### src/placeholder_end.sv
// intentionally empty file kept for compile order
`timescale 1ns/10ps
`default_nettype none
`default_nettype wire

### src/rst_pwr_pkg.sv
// shared constants and types for the reset and sleep power controller
// Operation
// - io ports reset as soon as source active
// - registers held in reset, restart at vector
// - reset stretched by delay counter after sources
// - stretch length from startup and clock fuses
// - watchdog reset: expired, enabled, interrupt disabled
// - drop reset only while detector enabled
// - supply rise starts delay counter
// - supply fall reasserts reset without delay
// - long pin low pulse resets, short ignored
// - pin release starts delay counter
// - level fuse: 111 off, 110/101/100 levels
// - drop asserts at once, recovery starts counter
// - drops shorter than minimum width ignored
// - drop detector stays on in sleep
// - watchdog keeps running in sleep
// - comparator off in sleep except idle
// - reference kept on when comparator uses it
// - reference enabled only on demand
// - input buffers gated when io clock stops
// - software disables single input buffers
// - watchdog reset is one cycle pulse
// - sticky source flags, rise clears others
`default_nettype none
package rst_pwr_pkg;
	localparam int unsigned CLK_MHZ         = 125;
	localparam int unsigned DROP_MIN_NS     = 2;
	localparam int unsigned DROP_MIN_RAW    = (DROP_MIN_NS * CLK_MHZ + 999) / 1000;
	localparam int unsigned DROP_MIN_CYC    = (DROP_MIN_RAW < 1) ? 1 : DROP_MIN_RAW;
	localparam int unsigned CNT_W           = 16;
	localparam int unsigned ADDR_W          = 8;
	localparam logic [7:0]  ADDR_FLAGS      = 8'h00;
	localparam logic [7:0]  ADDR_IN_DIS     = 8'h04;
	localparam logic [7:0]  ADDR_STATUS     = 8'h08;
	localparam logic [1:0]  RESP_OKAY       = 2'h0;
	localparam logic [1:0]  RESP_SLVERR     = 2'h2;
	localparam int unsigned FLAG_W          = 4;
	localparam int unsigned FLAG_RISE       = 0;
	localparam int unsigned FLAG_PIN        = 1;
	localparam int unsigned FLAG_DROP       = 2;
	localparam int unsigned FLAG_WDOG       = 3;
	localparam logic [3:0]  FLAGS_POR       = 4'h1;
	localparam logic [2:0]  LVL_OFF         = 3'h7;
	localparam logic [2:0]  LVL_1V8         = 3'h6;
	localparam logic [2:0]  LVL_2V7         = 3'h5;
	localparam logic [2:0]  LVL_4V3         = 3'h4;
	localparam int unsigned ST_BIT_RESET    = 0;
	localparam int unsigned ST_BIT_STRETCH  = 1;
	localparam int unsigned ST_BIT_REF      = 2;
	localparam int unsigned ST_BIT_COMP     = 3;
	localparam int unsigned ST_BIT_DROP     = 4;
	localparam int unsigned ST_BIT_LVL      = 8;

	typedef enum logic [1:0] {SL_IDLE, SL_PDOWN, SL_STANDBY, SL_PDOWN_ALT} sleep_e;
	typedef enum logic [1:0] {ST_HOLD, ST_STRETCH, ST_RUN} seq_e;

	typedef struct packed {
		logic [2:0] drop_trigger_level_fuse;
		logic [1:0] startup_time_fuse;
		logic [3:0] clock_source_fuse;
	} fuse_s;

	typedef struct packed {
		logic       ref_en;
		logic       comp_en;
		logic       drop_en;
		logic       wdog_run;
		logic [2:0] drop_level;
	} power_s;
endpackage
`default_nettype wire

### src/min_width_filter.sv
// passes a high level only once it has stood for a minimum number of cycles; a low level passes on the next cycle
`timescale 1ns/10ps
`default_nettype none
module min_width_filter #(
	parameter int unsigned WIDTH = 1
) (
	input  wire logic aclk,
	input  wire logic aresetn,
	input  wire logic raw,
	output var  logic filt
);
	localparam int unsigned CW = $clog2(WIDTH + 1);
	localparam logic [CW-1:0] LAST = CW'(WIDTH - 1);

	logic [CW-1:0] cnt_q;
	wire long_enough = (cnt_q >= LAST);

	// saturating run length of the raw level
	always_ff @(posedge aclk)
	begin
		if (!aresetn)
			cnt_q <= '0;
		else if (!raw)
			cnt_q <= '0;
		else if (!long_enough)
			cnt_q <= cnt_q + CW'(1);
	end

	always_ff @(posedge aclk)
	begin
		if (!aresetn)
			filt <= 1'b0;
		else
			filt <= raw && long_enough;
	end
endmodule // min_width_filter
`default_nettype wire

### src/stretch_counter.sv
// delay counter that stretches reset after all sources let go
`timescale 1ns/10ps
`default_nettype none
module stretch_counter #(
	parameter int unsigned W = 16
) (
	input  wire logic         aclk,
	input  wire logic         aresetn,
	input  wire logic         hold,
	input  wire logic [W-1:0] len,
	output var  logic         busy
);
	logic [W-1:0] cnt_q;

	// reloads while any source holds, so a late source restarts the full time
	always_ff @(posedge aclk)
	begin
		if (!aresetn)
			cnt_q <= '1;
		else if (hold)
			cnt_q <= len;
		else if (cnt_q != '0)
			cnt_q <= cnt_q - W'(1);
	end

	assign busy = hold || (cnt_q != '0);
endmodule // stretch_counter
`default_nettype wire

### src/reset_power_ctrl.sv
// reset source combiner, reset stretcher, sleep power gating and axi4-lite registers
//
// Decided for this implementation: the AXI4-Lite register port and the register addresses.
`timescale 1ns/10ps
`default_nettype none
module reset_power_ctrl #(
	parameter int unsigned N_PINS        = 8,
	parameter int unsigned PIN_MIN_NS    = 2000,
	parameter int unsigned STRETCH_BASE  = 16
) (
	input  wire logic                      aclk,
	input  wire logic                      aresetn,
	input  wire logic [7:0]                awaddr,
	input  wire logic                      awvalid,
	output var  logic                      awready,
	input  wire logic [31:0]               wdata,
	input  wire logic [3:0]                wstrb,
	input  wire logic                      wvalid,
	output var  logic                      wready,
	output var  logic [1:0]                bresp,
	output var  logic                      bvalid,
	input  wire logic                      bready,
	input  wire logic [7:0]                araddr,
	input  wire logic                      arvalid,
	output var  logic                      arready,
	output var  logic [31:0]               rdata,
	output var  logic [1:0]                rresp,
	output var  logic                      rvalid,
	input  wire logic                      rready,
	input  wire rst_pwr_pkg::fuse_s        fuses,
	input  wire logic                      supply_above_rise,
	input  wire logic                      reset_pin_n,
	input  wire logic                      supply_below_drop,
	input  wire logic                      wdog_expire,
	input  wire logic                      wdog_enable,
	input  wire logic                      wdog_int_enable,
	input  wire logic                      sleep_active,
	input  wire rst_pwr_pkg::sleep_e       sleep_mode,
	input  wire logic                      comp_on_sw,
	input  wire logic                      comp_uses_ref,
	input  wire logic [N_PINS-1:0]         wake_pin_mask,
	output var  logic                      io_reset_q,
	output var  logic                      core_reset_q,
	output var  logic                      vector_start_q,
	output var  rst_pwr_pkg::power_s       power_q,
	output var  logic [N_PINS-1:0]         in_buf_en_q
);
	// ------------------------------------------------------------
	// timing
	// ------------------------------------------------------------
	localparam int unsigned PIN_MIN_RAW = (PIN_MIN_NS * rst_pwr_pkg::CLK_MHZ + 999) / 1000;
	localparam int unsigned PIN_MIN_CYC = (PIN_MIN_RAW < 1) ? 1 : PIN_MIN_RAW;
	localparam int unsigned CW = rst_pwr_pkg::CNT_W;

	// ------------------------------------------------------------
	// reset sources
	// ------------------------------------------------------------
	logic drop_on;
	logic rise_src;
	logic pin_src;
	logic drop_src;
	logic wd_fire;
	logic wd_fire_q;
	logic wdog_pulse_q;
	logic src_active;
	logic stretch_busy;
	logic [CW-1:0] stretch_len;
	logic [2:0] len_shift;

	// reserved level codes are treated like the disabled code
	assign drop_on = (fuses.drop_trigger_level_fuse == rst_pwr_pkg::LVL_1V8)
		|| (fuses.drop_trigger_level_fuse == rst_pwr_pkg::LVL_2V7)
		|| (fuses.drop_trigger_level_fuse == rst_pwr_pkg::LVL_4V3);

	// supply fall bypasses any filter so reset comes back at once
	assign rise_src = !supply_above_rise;

	min_width_filter #(.WIDTH(PIN_MIN_CYC)) u_pin_filter (
		.aclk    (aclk),
		.aresetn (aresetn),
		.raw     (!reset_pin_n),
		.filt    (pin_src)
	);

	min_width_filter #(.WIDTH(rst_pwr_pkg::DROP_MIN_CYC)) u_drop_filter (
		.aclk    (aclk),
		.aresetn (aresetn),
		.raw     (supply_below_drop && drop_on),
		.filt    (drop_src)
	);

	assign wd_fire = wdog_expire && wdog_enable && !wdog_int_enable;

	// a held expiry still yields a single pulse
	always_ff @(posedge aclk)
	begin
		if (!aresetn)
		begin
			wd_fire_q <= 1'b0;
			wdog_pulse_q <= 1'b0;
		end
		else
		begin
			wd_fire_q <= wd_fire;
			wdog_pulse_q <= wd_fire && !wd_fire_q;
		end
	end

	assign src_active = rise_src || pin_src || drop_src || wdog_pulse_q;

	// ------------------------------------------------------------
	// reset stretch
	// ------------------------------------------------------------
	assign len_shift = {fuses.startup_time_fuse, fuses.clock_source_fuse[0]};
	assign stretch_len = CW'(STRETCH_BASE) << len_shift;

	stretch_counter #(.W(CW)) u_stretch (
		.aclk    (aclk),
		.aresetn (aresetn),
		.hold    (src_active),
		.len     (stretch_len),
		.busy    (stretch_busy)
	);

	rst_pwr_pkg::seq_e seq_q;
	rst_pwr_pkg::seq_e seq_d;

	always_comb
	begin
		seq_d = seq_q;
		unique case (seq_q)
			rst_pwr_pkg::ST_HOLD:
				if (!src_active)
					seq_d = rst_pwr_pkg::ST_STRETCH;
			rst_pwr_pkg::ST_STRETCH:
				if (src_active)
					seq_d = rst_pwr_pkg::ST_HOLD;
				else if (!stretch_busy)
					seq_d = rst_pwr_pkg::ST_RUN;
			rst_pwr_pkg::ST_RUN:
				if (src_active)
					seq_d = rst_pwr_pkg::ST_HOLD;
			// the unused code falls back to holding reset
			default:
				seq_d = rst_pwr_pkg::ST_HOLD;
		endcase
	end

	wire core_reset_d = (seq_d != rst_pwr_pkg::ST_RUN);

	always_ff @(posedge aclk)
	begin
		if (!aresetn)
		begin
			seq_q <= rst_pwr_pkg::ST_HOLD;
			core_reset_q <= 1'b1;
			io_reset_q <= 1'b1;
			vector_start_q <= 1'b0;
		end
		else
		begin
			seq_q <= seq_d;
			core_reset_q <= core_reset_d;
			io_reset_q <= src_active;
			vector_start_q <= core_reset_q && !core_reset_d;
		end
	end

	// ------------------------------------------------------------
	// sleep power gating
	// ------------------------------------------------------------
	wire deep_sleep = sleep_active && (sleep_mode != rst_pwr_pkg::SL_IDLE);
	rst_pwr_pkg::power_s power_d;
	logic [N_PINS-1:0] in_dis_q;
	logic [N_PINS-1:0] in_buf_en_d;

	assign power_d.drop_en = drop_on;
	assign power_d.wdog_run = wdog_enable;
	assign power_d.comp_en = comp_on_sw && !deep_sleep;
	assign power_d.ref_en = drop_on || comp_uses_ref;
	assign power_d.drop_level = fuses.drop_trigger_level_fuse;

	// wake pins keep their buffers through deep sleep
	genvar gi;
	generate
		for (gi = 0; gi < N_PINS; gi++)
		begin : g_buf
			assign in_buf_en_d[gi] = !in_dis_q[gi] && (!deep_sleep || wake_pin_mask[gi]);
		end
	endgenerate

	always_ff @(posedge aclk)
	begin
		if (!aresetn)
		begin
			power_q <= '0;
			in_buf_en_q <= '0;
		end
		else
		begin
			power_q <= power_d;
			in_buf_en_q <= in_buf_en_d;
		end
	end

	// ------------------------------------------------------------
	// axi4-lite write
	// ------------------------------------------------------------
	logic aw_hold_q;
	logic w_hold_q;
	logic [7:0] waddr_q;
	logic [31:0] wdata_q;
	logic [3:0] wstrb_q;
	logic [rst_pwr_pkg::FLAG_W-1:0] flags_q;

	wire aw_take = awvalid && awready;
	wire w_take = wvalid && wready;
	wire do_write = aw_hold_q && w_hold_q && !bvalid;
	wire aw_hold_d = (aw_hold_q || aw_take) && !do_write;
	wire w_hold_d = (w_hold_q || w_take) && !do_write;
	wire wr_flags = do_write && (waddr_q == rst_pwr_pkg::ADDR_FLAGS) && wstrb_q[0];
	wire wr_in_dis = do_write && (waddr_q == rst_pwr_pkg::ADDR_IN_DIS) && wstrb_q[0];
	wire wr_known = (waddr_q == rst_pwr_pkg::ADDR_FLAGS) || (waddr_q == rst_pwr_pkg::ADDR_IN_DIS)
		|| (waddr_q == rst_pwr_pkg::ADDR_STATUS);

	always_ff @(posedge aclk)
	begin
		if (!aresetn)
		begin
			aw_hold_q <= 1'b0;
			w_hold_q <= 1'b0;
			awready <= 1'b1;
			wready <= 1'b1;
			bvalid <= 1'b0;
			bresp <= rst_pwr_pkg::RESP_OKAY;
			waddr_q <= '0;
			wdata_q <= '0;
			wstrb_q <= '0;
		end
		else
		begin
			aw_hold_q <= aw_hold_d;
			w_hold_q <= w_hold_d;
			awready <= !aw_hold_d;
			wready <= !w_hold_d;
			if (aw_take)
				waddr_q <= awaddr;
			if (w_take)
			begin
				wdata_q <= wdata;
				wstrb_q <= wstrb;
			end
			if (do_write)
			begin
				bvalid <= 1'b1;
				bresp <= wr_known ? rst_pwr_pkg::RESP_OKAY : rst_pwr_pkg::RESP_SLVERR;
			end
			else if (bready)
				bvalid <= 1'b0;
		end
	end

	// ------------------------------------------------------------
	// reset flags and input disable register
	// ------------------------------------------------------------
	wire [rst_pwr_pkg::FLAG_W-1:0] flag_set = {wdog_pulse_q, drop_src, pin_src, 1'b0};
	wire [rst_pwr_pkg::FLAG_W-1:0] flag_keep = wr_flags ? wdata_q[rst_pwr_pkg::FLAG_W-1:0] : '1;
	wire [rst_pwr_pkg::FLAG_W-1:0] flags_d = rise_src ? rst_pwr_pkg::FLAGS_POR
		: ((flags_q & flag_keep) | flag_set);

	// a source firing in the cycle of a clearing write keeps its flag
	always_ff @(posedge aclk)
	begin
		if (!aresetn)
		begin
			flags_q <= rst_pwr_pkg::FLAGS_POR;
			in_dis_q <= '0;
		end
		else
		begin
			flags_q <= flags_d;
			if (wr_in_dis)
				in_dis_q <= wdata_q[N_PINS-1:0];
		end
	end

	// ------------------------------------------------------------
	// axi4-lite read
	// ------------------------------------------------------------
	wire ar_take = arvalid && arready;
	wire rvalid_d = ar_take || (rvalid && !rready);
	logic [31:0] status_word;
	logic [31:0] rd_word;
	logic rd_known;

	assign status_word = (32'(core_reset_q) << rst_pwr_pkg::ST_BIT_RESET)
		| (32'(seq_q == rst_pwr_pkg::ST_STRETCH) << rst_pwr_pkg::ST_BIT_STRETCH)
		| (32'(power_q.ref_en) << rst_pwr_pkg::ST_BIT_REF)
		| (32'(power_q.comp_en) << rst_pwr_pkg::ST_BIT_COMP)
		| (32'(power_q.drop_en) << rst_pwr_pkg::ST_BIT_DROP)
		| (32'(power_q.drop_level) << rst_pwr_pkg::ST_BIT_LVL);

	assign rd_known = (araddr == rst_pwr_pkg::ADDR_FLAGS) || (araddr == rst_pwr_pkg::ADDR_IN_DIS)
		|| (araddr == rst_pwr_pkg::ADDR_STATUS);
	assign rd_word = (araddr == rst_pwr_pkg::ADDR_FLAGS) ? 32'(flags_q)
		: (araddr == rst_pwr_pkg::ADDR_IN_DIS) ? 32'(in_dis_q)
		: (araddr == rst_pwr_pkg::ADDR_STATUS) ? status_word : '0;

	always_ff @(posedge aclk)
	begin
		if (!aresetn)
		begin
			arready <= 1'b1;
			rvalid <= 1'b0;
			rdata <= '0;
			rresp <= rst_pwr_pkg::RESP_OKAY;
		end
		else
		begin
			arready <= !rvalid_d;
			rvalid <= rvalid_d;
			if (ar_take)
			begin
				rdata <= rd_word;
				rresp <= rd_known ? rst_pwr_pkg::RESP_OKAY : rst_pwr_pkg::RESP_SLVERR;
			end
		end
	end
endmodule // reset_power_ctrl
`default_nettype wire

### config.mk
export PLATFORM = sky130hd
export DESIGN_NAME = reset_power_ctrl
export DESIGN_NICKNAME = d
export VERILOG_FILES = /design/src/placeholder_end.sv /design/src/rst_pwr_pkg.sv /design/src/min_width_filter.sv /design/src/stretch_counter.sv /design/src/reset_power_ctrl.sv
export SDC_FILE = /design/constraint.sdc
export NUM_CORES = 1
export LEC_CHECK = 0
export BUFFER_PORTS_ARGS = -buffer_cell sky130_fd_sc_hd__buf_4
export CORE_MARGIN = 5
export CORE_UTILIZATION = 53
export DETAILED_ROUTE_END_ITERATION = 12
export PLACE_DENSITY = 0.87
export SYNTH_ARGS = -nofsm -noshare
export SYNTH_HDL_FRONTEND = slang
export SYNTH_SLANG_ARGS = --single-unit
### constraint.sdc
create_clock -name aclk -period 2.9 [get_ports aclk]
set_input_delay 0.29 -clock aclk [delete_from_list [all_inputs] [get_ports aclk]]
set_output_delay 0.29 -clock aclk [all_outputs]
set_load 0.02 [all_outputs]
==> results of run 1 <==
-- worst min-delay path by stage --
stage	end	slack (ns)	cells past startpoint	startpoint
2_1_floorplan	wdog_pulse_q	0.37	1	wd_fire_q
3_3_place_gp	wdog_pulse_q	0.38	1	wd_fire_q
3_5_place_dp	wdog_pulse_q	0.39	1	wd_fire_q
4_1_cts	power_q[6]	0.12	2	comp_uses_ref
5_1_grt	power_q[0]	0.12	2	fuses[6]
6_report	power_q[6]	0.13	2	comp_uses_ref
-- layout by cell type (no fill, tap or decap), types with 6 or more instances in the layout --
cell      netlist  layout
dfxtp_1        97      97
buf_4          23      93
nand2_1        46      46
a21oi_1        44      44
nor2_1         44      44
conb_1          1      23
nand3_1        20      20
nor3_1         18      18
o21ai_1        17      17
inv_1          15      15
nand2b_1       13      13
o21ai_0        12      12
and2_1          9       9
nor4_1          9       9
clkbuf_8        0       9
a22oi_1         7       7
a31oi_1         7       7
mux2i_1         6       6
o211ai_1        6       6
-- where the power goes --
part / switching [mW] / leakage [nW] / internal, mW
combinational: 0.208 / 1.13 / 0.148
sequential: 0.0540 / 0.799 / 1.40
clock: 0.483 / 0.104 / 0.414
-- flip-flops by register name, summed over array words and instances (netlist names), 2 cells and up --
signal	flops
in_buf_en_q	8
rdata	11
seq_q	2
flags_q	4
power_q	7
waddr_q	8
u_pin_filter.cnt_q	8
in_dis_q	8
wdata_q	8
u_stretch.cnt_q	16
-- layout make-up --
type                       count  area, sq um
fill                         612         2670
multi-input combinational    347         1950
sequential                    97         1940
timing repair buffer          93          698
clock buffer                  10          128
tap                          102          128
clock inverter                 6         72.6
inverter                      16         60.1
-- routing by layer --
metal / track usage, % / vias up / routed length (microns)
li1: - / 1809 / -
met1: 24.4 / 1655 / 4100
met2: 34.8 / 146 / 4770
met3: 4.79 / 18 / 723
met4: 7.67 / 0 / 170
met5: 0 / - / 0
-- critical path: stages (launching register included) --
cell and delay, ns:
dfxtp_1 0.35, inv_1 0.13, ha_1 0.16, nor2b_1 0.41, nand4_1 0.51, o31a_1 0.43
or2_1 0.21
-- metrics by stage --
stage	worst slack [ns]	hold slack (ns)	util, %	total power [mW]
after floorplan	1.06	0.367	-	1.71
after global placement	0.740	0.385	62.5	1.82
after detailed placement	0.687	0.389	62.5	1.84
after CTS	0.650	0.124	65.1	2.71
after global routing	0.464	0.119	65.1	2.82
final	0.601	0.127	65.1	2.71
-- cell families after synthesis --
| kind of cell | after synthesis |
|---|---|
| compound gates | 111 |
| xor+xnor | 6 |
| fa+ha+maj | 5 |
| buf+inv | 61 |
| flops | 97 |
| mux | 6 |
| other cells | 1 |
| simple gates | 196 |
==> impl_metrics.env, run 1 <==
export IMPL_die_area_sq_um=9660
export IMPL_period_needed_ns=2.30
export IMPL_maxSlewHeadroom_pct=43.7
export IMPL_finalSetupViolCount=0
export IMPL_hold_path_class="in -> reg"
export IMPL_ctsLongestPathBuffers=2
export IMPL_crit_path_end_kind="flip-flop"
export IMPL_core_sq_um=7650
export IMPL_muxShareOfSynthArea_pct=1.45
export IMPL_yosys_top_cells_count="dfxtp_1 (97), nand2_1 (46), a21oi_1 (44), nor2_1 (44), buf_4 (23)"
export IMPL_final_layout_size_suffix_gt1_share_pct=20.9
export IMPL_rsz0062_at_grt="false"
export IMPL_cp_start_kind="flip-flop"
export IMPL_synth_area_sq_um=4130
export IMPL_synth_compound_gate_area_share_pct=16.2
export IMPL_antenna_found_initial=0
export IMPL_fin_nets=656
export IMPL_period_share_pct=79.3
export IMPL_cp_arrival_ns=2.56
export IMPL_hold_buffers=0
export IMPL_ys_warn_count=0
export IMPL_io_buffer_count=92
export IMPL_max_freq_mhz=435
export IMPL_ys_flop_type="dfxtp_1"
export IMPL_peakVddDrop_v=0.000297
export IMPL_fin_area_sq_um=4980
export IMPL_gr_total_overflow=0
export IMPL_reg2reg_slack_ns=0.60
export IMPL_clk_pin_slew_ns=0.10
export IMPL_die_w_microns=98.3
export IMPL_synth_xor_area_share_pct=1.27
export IMPL_status="complete, no violations"
export IMPL_synth_top_cells_by_area="dfxtp_1 (47%), a21oi_1 (5.3%), buf_4 (4.2%)"
export IMPL_drc_errors=0
export IMPL_synth_top_family_by_area="simple AND/OR/NAND/NOR gates"
export IMPL_cp_required_ns=3.16
export IMPL_synth_adder_area_share_pct=1.51
export IMPL_cts_buffers=9
export IMPL_area_growth_pct=20.5
export IMPL_htree_num_levels=3
export IMPL_worst_r2r_cell_count=6
export IMPL_hold_violations=0
export IMPL_wl_per_cell_microns=14.6
export IMPL_clkSinkCount=97
export IMPL_io_pins=146
export IMPL_rr_endpoint="core_reset_q"
export IMPL_power_density_nw_per_um2=544
export IMPL_grt_total_usage_pct=20.2
export IMPL_finalWirelength_microns=9770
export IMPL_maxSlewViolCount=0
export IMPL_rr_startpoint="u_stretch.cnt_q[0]"
export IMPL_post_cts_buffers=0
export IMPL_grt_max_degree=48
export IMPL_critPathLaunch="u_stretch.cnt_q[0]"
export IMPL_ys_seq_area_share_pct=47.0
export IMPL_via_count=3628
export IMPL_synth_largest_area_cell="dfxtp_1"
export IMPL_via_per_inst=5.41
export IMPL_synth_simple_area_share_pct=24.6
export IMPL_start_util_pct=54.0
export IMPL_drt_pass1_iterations=5
export IMPL_ctsResizeCount=0
export IMPL_place_area_sq_um=4780
export IMPL_syn_inst=483
export IMPL_tns_ns=0
export IMPL_drt_iter0_markers=350
export IMPL_rows=32
export IMPL_antenna_cells=0
export IMPL_synth_distinct_cells=58
export IMPL_place_congestion=0.814
export IMPL_endpoint="core_reset_q"
export IMPL_die_h_microns=98.3
export IMPL_avgSynthCellArea_sq_um=8.55
export IMPL_grt_pass1_wl_microns=16300
export IMPL_cts_root_buf="clkbuf_8"
export IMPL_stdcell_count=671
export IMPL_p_leak_nw=2.03
export IMPL_ys_ff_latch=97
export IMPL_cts_tree="done"
export IMPL_grt_pass1_vias=3595
export IMPL_clock_latency_ns=0.36
export IMPL_postSynth_asyncResetShare_pct=0
export IMPL_cap_viol_max_count=0
export IMPL_dp_cells=655
export IMPL_skew_ns=0.0113
export IMPL_postRouteAntennaNets=0
export IMPL_cp_max_fo=10
export IMPL_yosysMostFrequentCell="dfxtp_1"
export IMPL_synth_top_area_share_pct=47.0
export IMPL_dp_hpwl_microns=7100
export IMPL_tightest_slew_ns=0.844
export IMPL_path_class="reg -> reg"
export IMPL_synth_edff_count=0
Note: power is estimated with default switching activity, not from simulation.
==> inputs of run 2 (changes only) <==
--- a/config.mk
+++ b/config.mk
@@ -7,9 +7,9 @@
 export LEC_CHECK = 0
 export BUFFER_PORTS_ARGS = -buffer_cell sky130_fd_sc_hd__buf_4
 export CORE_MARGIN = 5
-export CORE_UTILIZATION = 53
+export CORE_UTILIZATION = 45
 export DETAILED_ROUTE_END_ITERATION = 12
-export PLACE_DENSITY = 0.87
+export PLACE_DENSITY = 0.79
 export SYNTH_ARGS = -nofsm -noshare
 export SYNTH_HDL_FRONTEND = slang
 export SYNTH_SLANG_ARGS = --single-unit
==> constraint.sdc (replaced) <==
create_clock -name aclk -period 2.1 [get_ports aclk]
set_input_delay 0.21 -clock aclk [delete_from_list [all_inputs] [get_ports aclk]]
set_output_delay 0.21 -clock aclk [all_outputs]
set_load 0.02 [all_outputs]
==> run 2 against run 1 <==
Effect of this change: non-clock buffer count up 9; flip-flop and latch count unchanged; cell count rose by 2.7%; clock power is 45% higher; critical endpoint is now u_stretch.cnt_q[10]; largest power group unchanged; highest routed layer unchanged.
==> impl_metrics.env, run 2 (same netlist as run 1, synthesis figures left out) <==
export IMPL_grt_total_usage_pct=17.2
export IMPL_peakVddDrop_v=0.000394
export IMPL_cp_top_family="simple AND/OR/NAND/NOR gates"
export IMPL_cp_required_ns=2.34
export IMPL_antenna_cells=0
export IMPL_cts_tree="done"
export IMPL_path_buf_inv=1
export IMPL_crit_slowest_cell="or3b_1"
export IMPL_hold_path_class="in -> reg"
export IMPL_hold_buffers=0
export IMPL_slowest_delay_ns=0.46
export IMPL_tightest_slew_ns=0.836
export IMPL_cp_arrival_ns=2.19
export IMPL_mostFrequentLayoutCell="buf_4"
export IMPL_clock_latency_ns=0.36
export IMPL_power_mw=3.80
export IMPL_grt_pass1_wl_microns=16100
export IMPL_largest_register="u_stretch.cnt_q"
export IMPL_fin_area_sq_um=5080
export IMPL_gr_total_overflow=0
export IMPL_period_needed_ns=1.95
export IMPL_largest_reg_flops=16
export IMPL_crit_path_end_kind="flip-flop"
export IMPL_postRouteAntennaNets=0
export IMPL_wl_per_cell_microns=14.0
export IMPL_core_sq_um=9110
export IMPL_htree_num_levels=3
export IMPL_cts_buffers=9
export IMPL_drt_pass1_iterations=4
export IMPL_place_congestion=0.847
export IMPL_skew_ns=0.0165
export IMPL_fin_util_pct=55.8
export IMPL_grt_max_degree=48
export IMPL_start_util_pct=45.4
export IMPL_finalWirelength_microns=9670
export IMPL_top_regs="u_stretch.cnt_q (16), rdata (11)"
export IMPL_via_per_inst=5.34
export IMPL_post_cts_buffers=0
export IMPL_antenna_found_initial=0
export IMPL_io_buffer_count=92
export IMPL_die_w_microns=106
export IMPL_maxSlewHeadroom_pct=44.2
export IMPL_drc_errors=0
export IMPL_max_freq_mhz=513
export IMPL_seqCellArea_sq_um=1940
export IMPL_period_share_pct=92.9
export IMPL_place_area_sq_um=4860
export IMPL_maxSlewViolCount=0
export IMPL_final_cell_mix="buf_4 (102), dfxtp_1 (97), nand2_1 (46)"
export IMPL_die_area_sq_um=11200
export IMPL_power_density_nw_per_um2=747
export IMPL_ctsLongestPathBuffers=2
export IMPL_whs_ns=0.0418
export IMPL_cp_start_kind="flip-flop"
export IMPL_cp_max_fo=4
export IMPL_drt_iter0_markers=141
export IMPL_p_leak_nw=2.08
export IMPL_grt_pass1_vias=3558
export IMPL_hold_violations=0
export IMPL_clkSinkCount=97
export IMPL_path_class="reg -> reg"
export IMPL_dp_hpwl_microns=7150
export IMPL_status="complete, no violations"
export IMPL_cap_viol_max_count=0
export IMPL_clk_pin_slew_ns=0.10
export IMPL_cts_root_buf="clkbuf_8"
export IMPL_via_count=3676
export IMPL_final_layout_size_suffix_gt1_share_pct=22.5
export IMPL_rows=35
export IMPL_fin_nets=665
export IMPL_area_growth_pct=23.0
export IMPL_finalSetupViolCount=0
export IMPL_fillers=816
export IMPL_tns_ns=0
export IMPL_rsz0062_at_grt="false"
export IMPL_multiInputGateArea_sq_um=1960
export IMPL_die_h_microns=106
export IMPL_io_pins=146
export IMPL_worstPathCellList="inv_1, ha_1, or3b_1, nor4bb_1, mux2i_1, o21ai_1"
## run 2: cell types whose count changed in the layout (fill, tap and decap cells not counted), sizes merged
cell | before | now
buf | 93 | 102
clkbuf | 10 | 9
clkinv | 1 | 2
clkinvlp | 0 | 1
inv | 20 | 19
## run 2: worst paths after layout
check | startpoint | to | slack, ns | cells after the start
max | u_stretch.cnt_q[0] | u_stretch.cnt_q[10] | 0.15 | 6
min | comp_uses_ref | power_q[6] | 0.04 | 2
max reg2reg | u_stretch.cnt_q[0] | u_stretch.cnt_q[10] | 0.15 | 6
min reg2reg | wd_fire_q | wdog_pulse_q | 0.40 | 1
## run 2: final cells by class
class	instances	area share, %
repair buffers	102	15.1
clock buffers	9	2.44
well taps	111	2.73
clock inverters	7	1.90
inverters	16	1.18
multi-input cells	347	38.5
flip-flops and latches	97	38.2
## run 2: repair_timing
action,in CTS,in global routing
endpoints found under the setup margin,0,1
hold endpoints to repair,0,0
gates resized for setup,0,1
## run 2: power by group
part | switching [mW] | total, mW | internal, mW
clock network | 0.710 | 1.30 | 0.588
logic | 0.285 | 0.495 | 0.209
registers | 0.0727 | 2.00 | 1.93
total | 1.07 | 3.80 | 2.73
## run 2: worst register-to-register path: stages (launching register included)
cell,delay [ns]
dfxtp_1,0.35
inv_1,0.13
ha_1,0.20
or3b_1,0.46
nor4bb_1,0.40
mux2i_1,0.24
o21ai_1,0.07
## run 2: layer usage
layer	wire, microns	global-route usage (%)
met5	0	0
met2	4540	28.2
met1	4170	21.7
met4	130	6.66
met3	829	4.41
## run 2: through the flow
step | cells | setup WS [ns]
floorplan | 505 | 0.263
global placement | 673 | 0.248
detailed placement | 673 | 0.173
CTS | 689 | 0.134
global route | 689 | 0.0263
finish | 689 | 0.149
==> inputs of run 3 (changes only) <==
--- a/config.mk
+++ b/config.mk
@@ -6,9 +6,11 @@
 export NUM_CORES = 1
 export LEC_CHECK = 0
 export BUFFER_PORTS_ARGS = -buffer_cell sky130_fd_sc_hd__buf_4
-export CORE_MARGIN = 5
+export CAP_MARGIN = 10
+export CORE_MARGIN = 2
 export CORE_UTILIZATION = 45
 export DETAILED_ROUTE_END_ITERATION = 12
+export HOLD_SLACK_MARGIN = 0.12
 export PLACE_DENSITY = 0.79
 export SYNTH_ARGS = -nofsm -noshare
 export SYNTH_HDL_FRONTEND = slang
==> run 3 against run 2 <==
Effect of this change: clock-buffer cell count is 2 higher; first-iteration DRC count grew 27%; critical path type unchanged; highest routed layer unchanged; hold slack improved by 0.10 ns; cell count rose by 4.8%; critical endpoint is now u_stretch.cnt_q[14].
==> impl_metrics.env, run 3 (same netlist as run 1, synthesis figures left out) <==
export IMPL_gr_total_overflow=0
export IMPL_grt_pass1_vias=3707
export IMPL_top_regs="u_stretch.cnt_q (16), rdata (11)"
export IMPL_core_sq_um=8810
export IMPL_drt_iter0_markers=179
export IMPL_worstPathCellList="inv_1, ha_1, or3b_1, nor4_1, mux2i_1, o21ai_1"
export IMPL_die_h_microns=99.8
export IMPL_maxSlewViolCount=0
export IMPL_grt_pass1_wl_microns=16800
export IMPL_antenna_cells=0
export IMPL_p_leak_nw=2.23
export IMPL_fin_util_pct=61.6
export IMPL_combPwrFrac_pct=14.4
export IMPL_layout_setup_ws_ns=0.126
export IMPL_grt_total_usage_pct=20.8
export IMPL_skew_ns=0.0173
export IMPL_cts_root_buf="clkbuf_8"
export IMPL_finalSetupViolCount=0
export IMPL_cts_tree="done"
export IMPL_slowest_delay_ns=0.51
export IMPL_antenna_found_initial=0
export IMPL_cp_max_fo=8
export IMPL_grt_max_degree=48
export IMPL_drc_errors=0
export IMPL_p_seq_share_pct=52.3
export IMPL_crit_slowest_cell="or3b_1"
export IMPL_die_area_sq_um=9960
export IMPL_netSwitchingFraction_pct=27.3
export IMPL_cp_top_family="simple AND/OR/NAND/NOR gates"
export IMPL_postRouteAntennaNets=0
export IMPL_peakVddDrop_v=0.000363
export IMPL_place_congestion=0.876
export IMPL_io_buffer_count=92
export IMPL_hold_violations=0
export IMPL_die_w_microns=99.8
export IMPL_htree_num_levels=3
export IMPL_period_needed_ns=1.97
export IMPL_cp_start_kind="flip-flop"
export IMPL_period_share_pct=94.0
export IMPL_finalWirelength_microns=10100
export IMPL_max_freq_mhz=507
export IMPL_power_density_nw_per_um2=707
export IMPL_maxSlewHeadroom_pct=43.4
export IMPL_fin_nets=701
export IMPL_rows=34
export IMPL_crit_path_end_kind="flip-flop"
export IMPL_tns_ns=0
export IMPL_clk_pin_slew_ns=0.10
export IMPL_status="complete, no violations"
export IMPL_tightest_slew_ns=0.848
export IMPL_io_pins=146
export IMPL_clkSinkCount=97
export IMPL_largest_reg_flops=16
export IMPL_ctsLongestPathBuffers=2
export IMPL_hold_path_class="in -> reg"
export IMPL_fin_area_sq_um=5430
export IMPL_wl_per_cell_microns=14.0
export IMPL_path_class="reg -> reg"
export IMPL_drt_pass1_iterations=5
export IMPL_mostFrequentLayoutCell="buf_4"
export IMPL_p_int_mw=2.79
export IMPL_final_layout_size_suffix_gt1_share_pct=21.2
export IMPL_path_buf_inv=1
export IMPL_start_util_pct=46.9
export IMPL_final_cell_mix="buf_4 (103), dfxtp_1 (97), nand2_1 (46)"
export IMPL_p_sw_mw=1.05
export IMPL_clkPwrFrac_pct=33.3
export IMPL_cts_buffers=9
export IMPL_dp_slack_ns=0.157
export IMPL_area_growth_pct=31.3
export IMPL_cp_arrival_ns=2.22
export IMPL_cp_required_ns=2.34
export IMPL_cap_viol_max_count=0
export IMPL_place_area_sq_um=4860
export IMPL_rsz0062_at_grt="false"
export IMPL_post_cts_buffers=0
export IMPL_via_count=3851
export IMPL_via_per_inst=5.33
export IMPL_clock_latency_ns=0.37
export IMPL_dp_hpwl_microns=7010
export IMPL_largest_register="u_stretch.cnt_q"
-- run 3: timing repair --
item                       CTS  global route
resized for setup            0             1
hold endpoints to repair    35             0
setup endpoints to repair    0             1
hold buffers                35             0
-- run 3: metrics by stage --
stage	instances	power, mW	hold WS, ns
global route	722	4.01	0.127
CTS	722	3.86	0.134
global placement	671	2.53	0.391
floorplan	505	2.36	0.320
detailed placement	671	2.54	0.392
finish	722	3.84	0.143
-- run 3: path summary, 6_finish.rpt --
check | startpoint | endpoint | slack [ns] | cells past startpoint
worst max-delay path | u_stretch.cnt_q[1] | u_stretch.cnt_q[14] | 0.13 | 6
worst min-delay path | wake_pin_mask[2] | in_buf_en_q[2] | 0.14 | 3
worst max register to register | u_stretch.cnt_q[1] | u_stretch.cnt_q[14] | 0.13 | 6
worst min register to register | wd_fire_q | wdog_pulse_q | 0.41 | 1
-- run 3: per-layer routing --
layer,wire (microns),track usage [%]
met4,93,5.37
met2,4860,35.9
met3,613,4.39
met1,4510,26.6
met5,0,0
-- run 3: power by group through the flow --
stage	logic, mW	registers (mW)	clock network, mW
6_report	0.552	2.01	1.28
5_1_grt	0.605	2.02	1.38
4_1_cts	0.550	2.01	1.31
3_5_place_dp	0.497	2.05	0
3_3_place_gp	0.484	2.04	0
2_1_floorplan	0.294	2.07	0
-- run 3: area by class of cell --
cell class                 instances  area [sq um]
inverter                          16          60.1
tap                              108           135
fill                             754          3380
timing repair buffer             138          1120
clock inverter                     5          67.6
multi-input combinational        347          1960
clock buffer                      11           141
sequential                        97          1940
-- run 3: worst register-to-register path, stage by stage, from the launching register on --
cell and delay (ns):
dfxtp_1 0.33, inv_1 0.13, ha_1 0.21, or3b_1 0.51, nor4_1 0.38, mux2i_1 0.23
o21ai_1 0.07
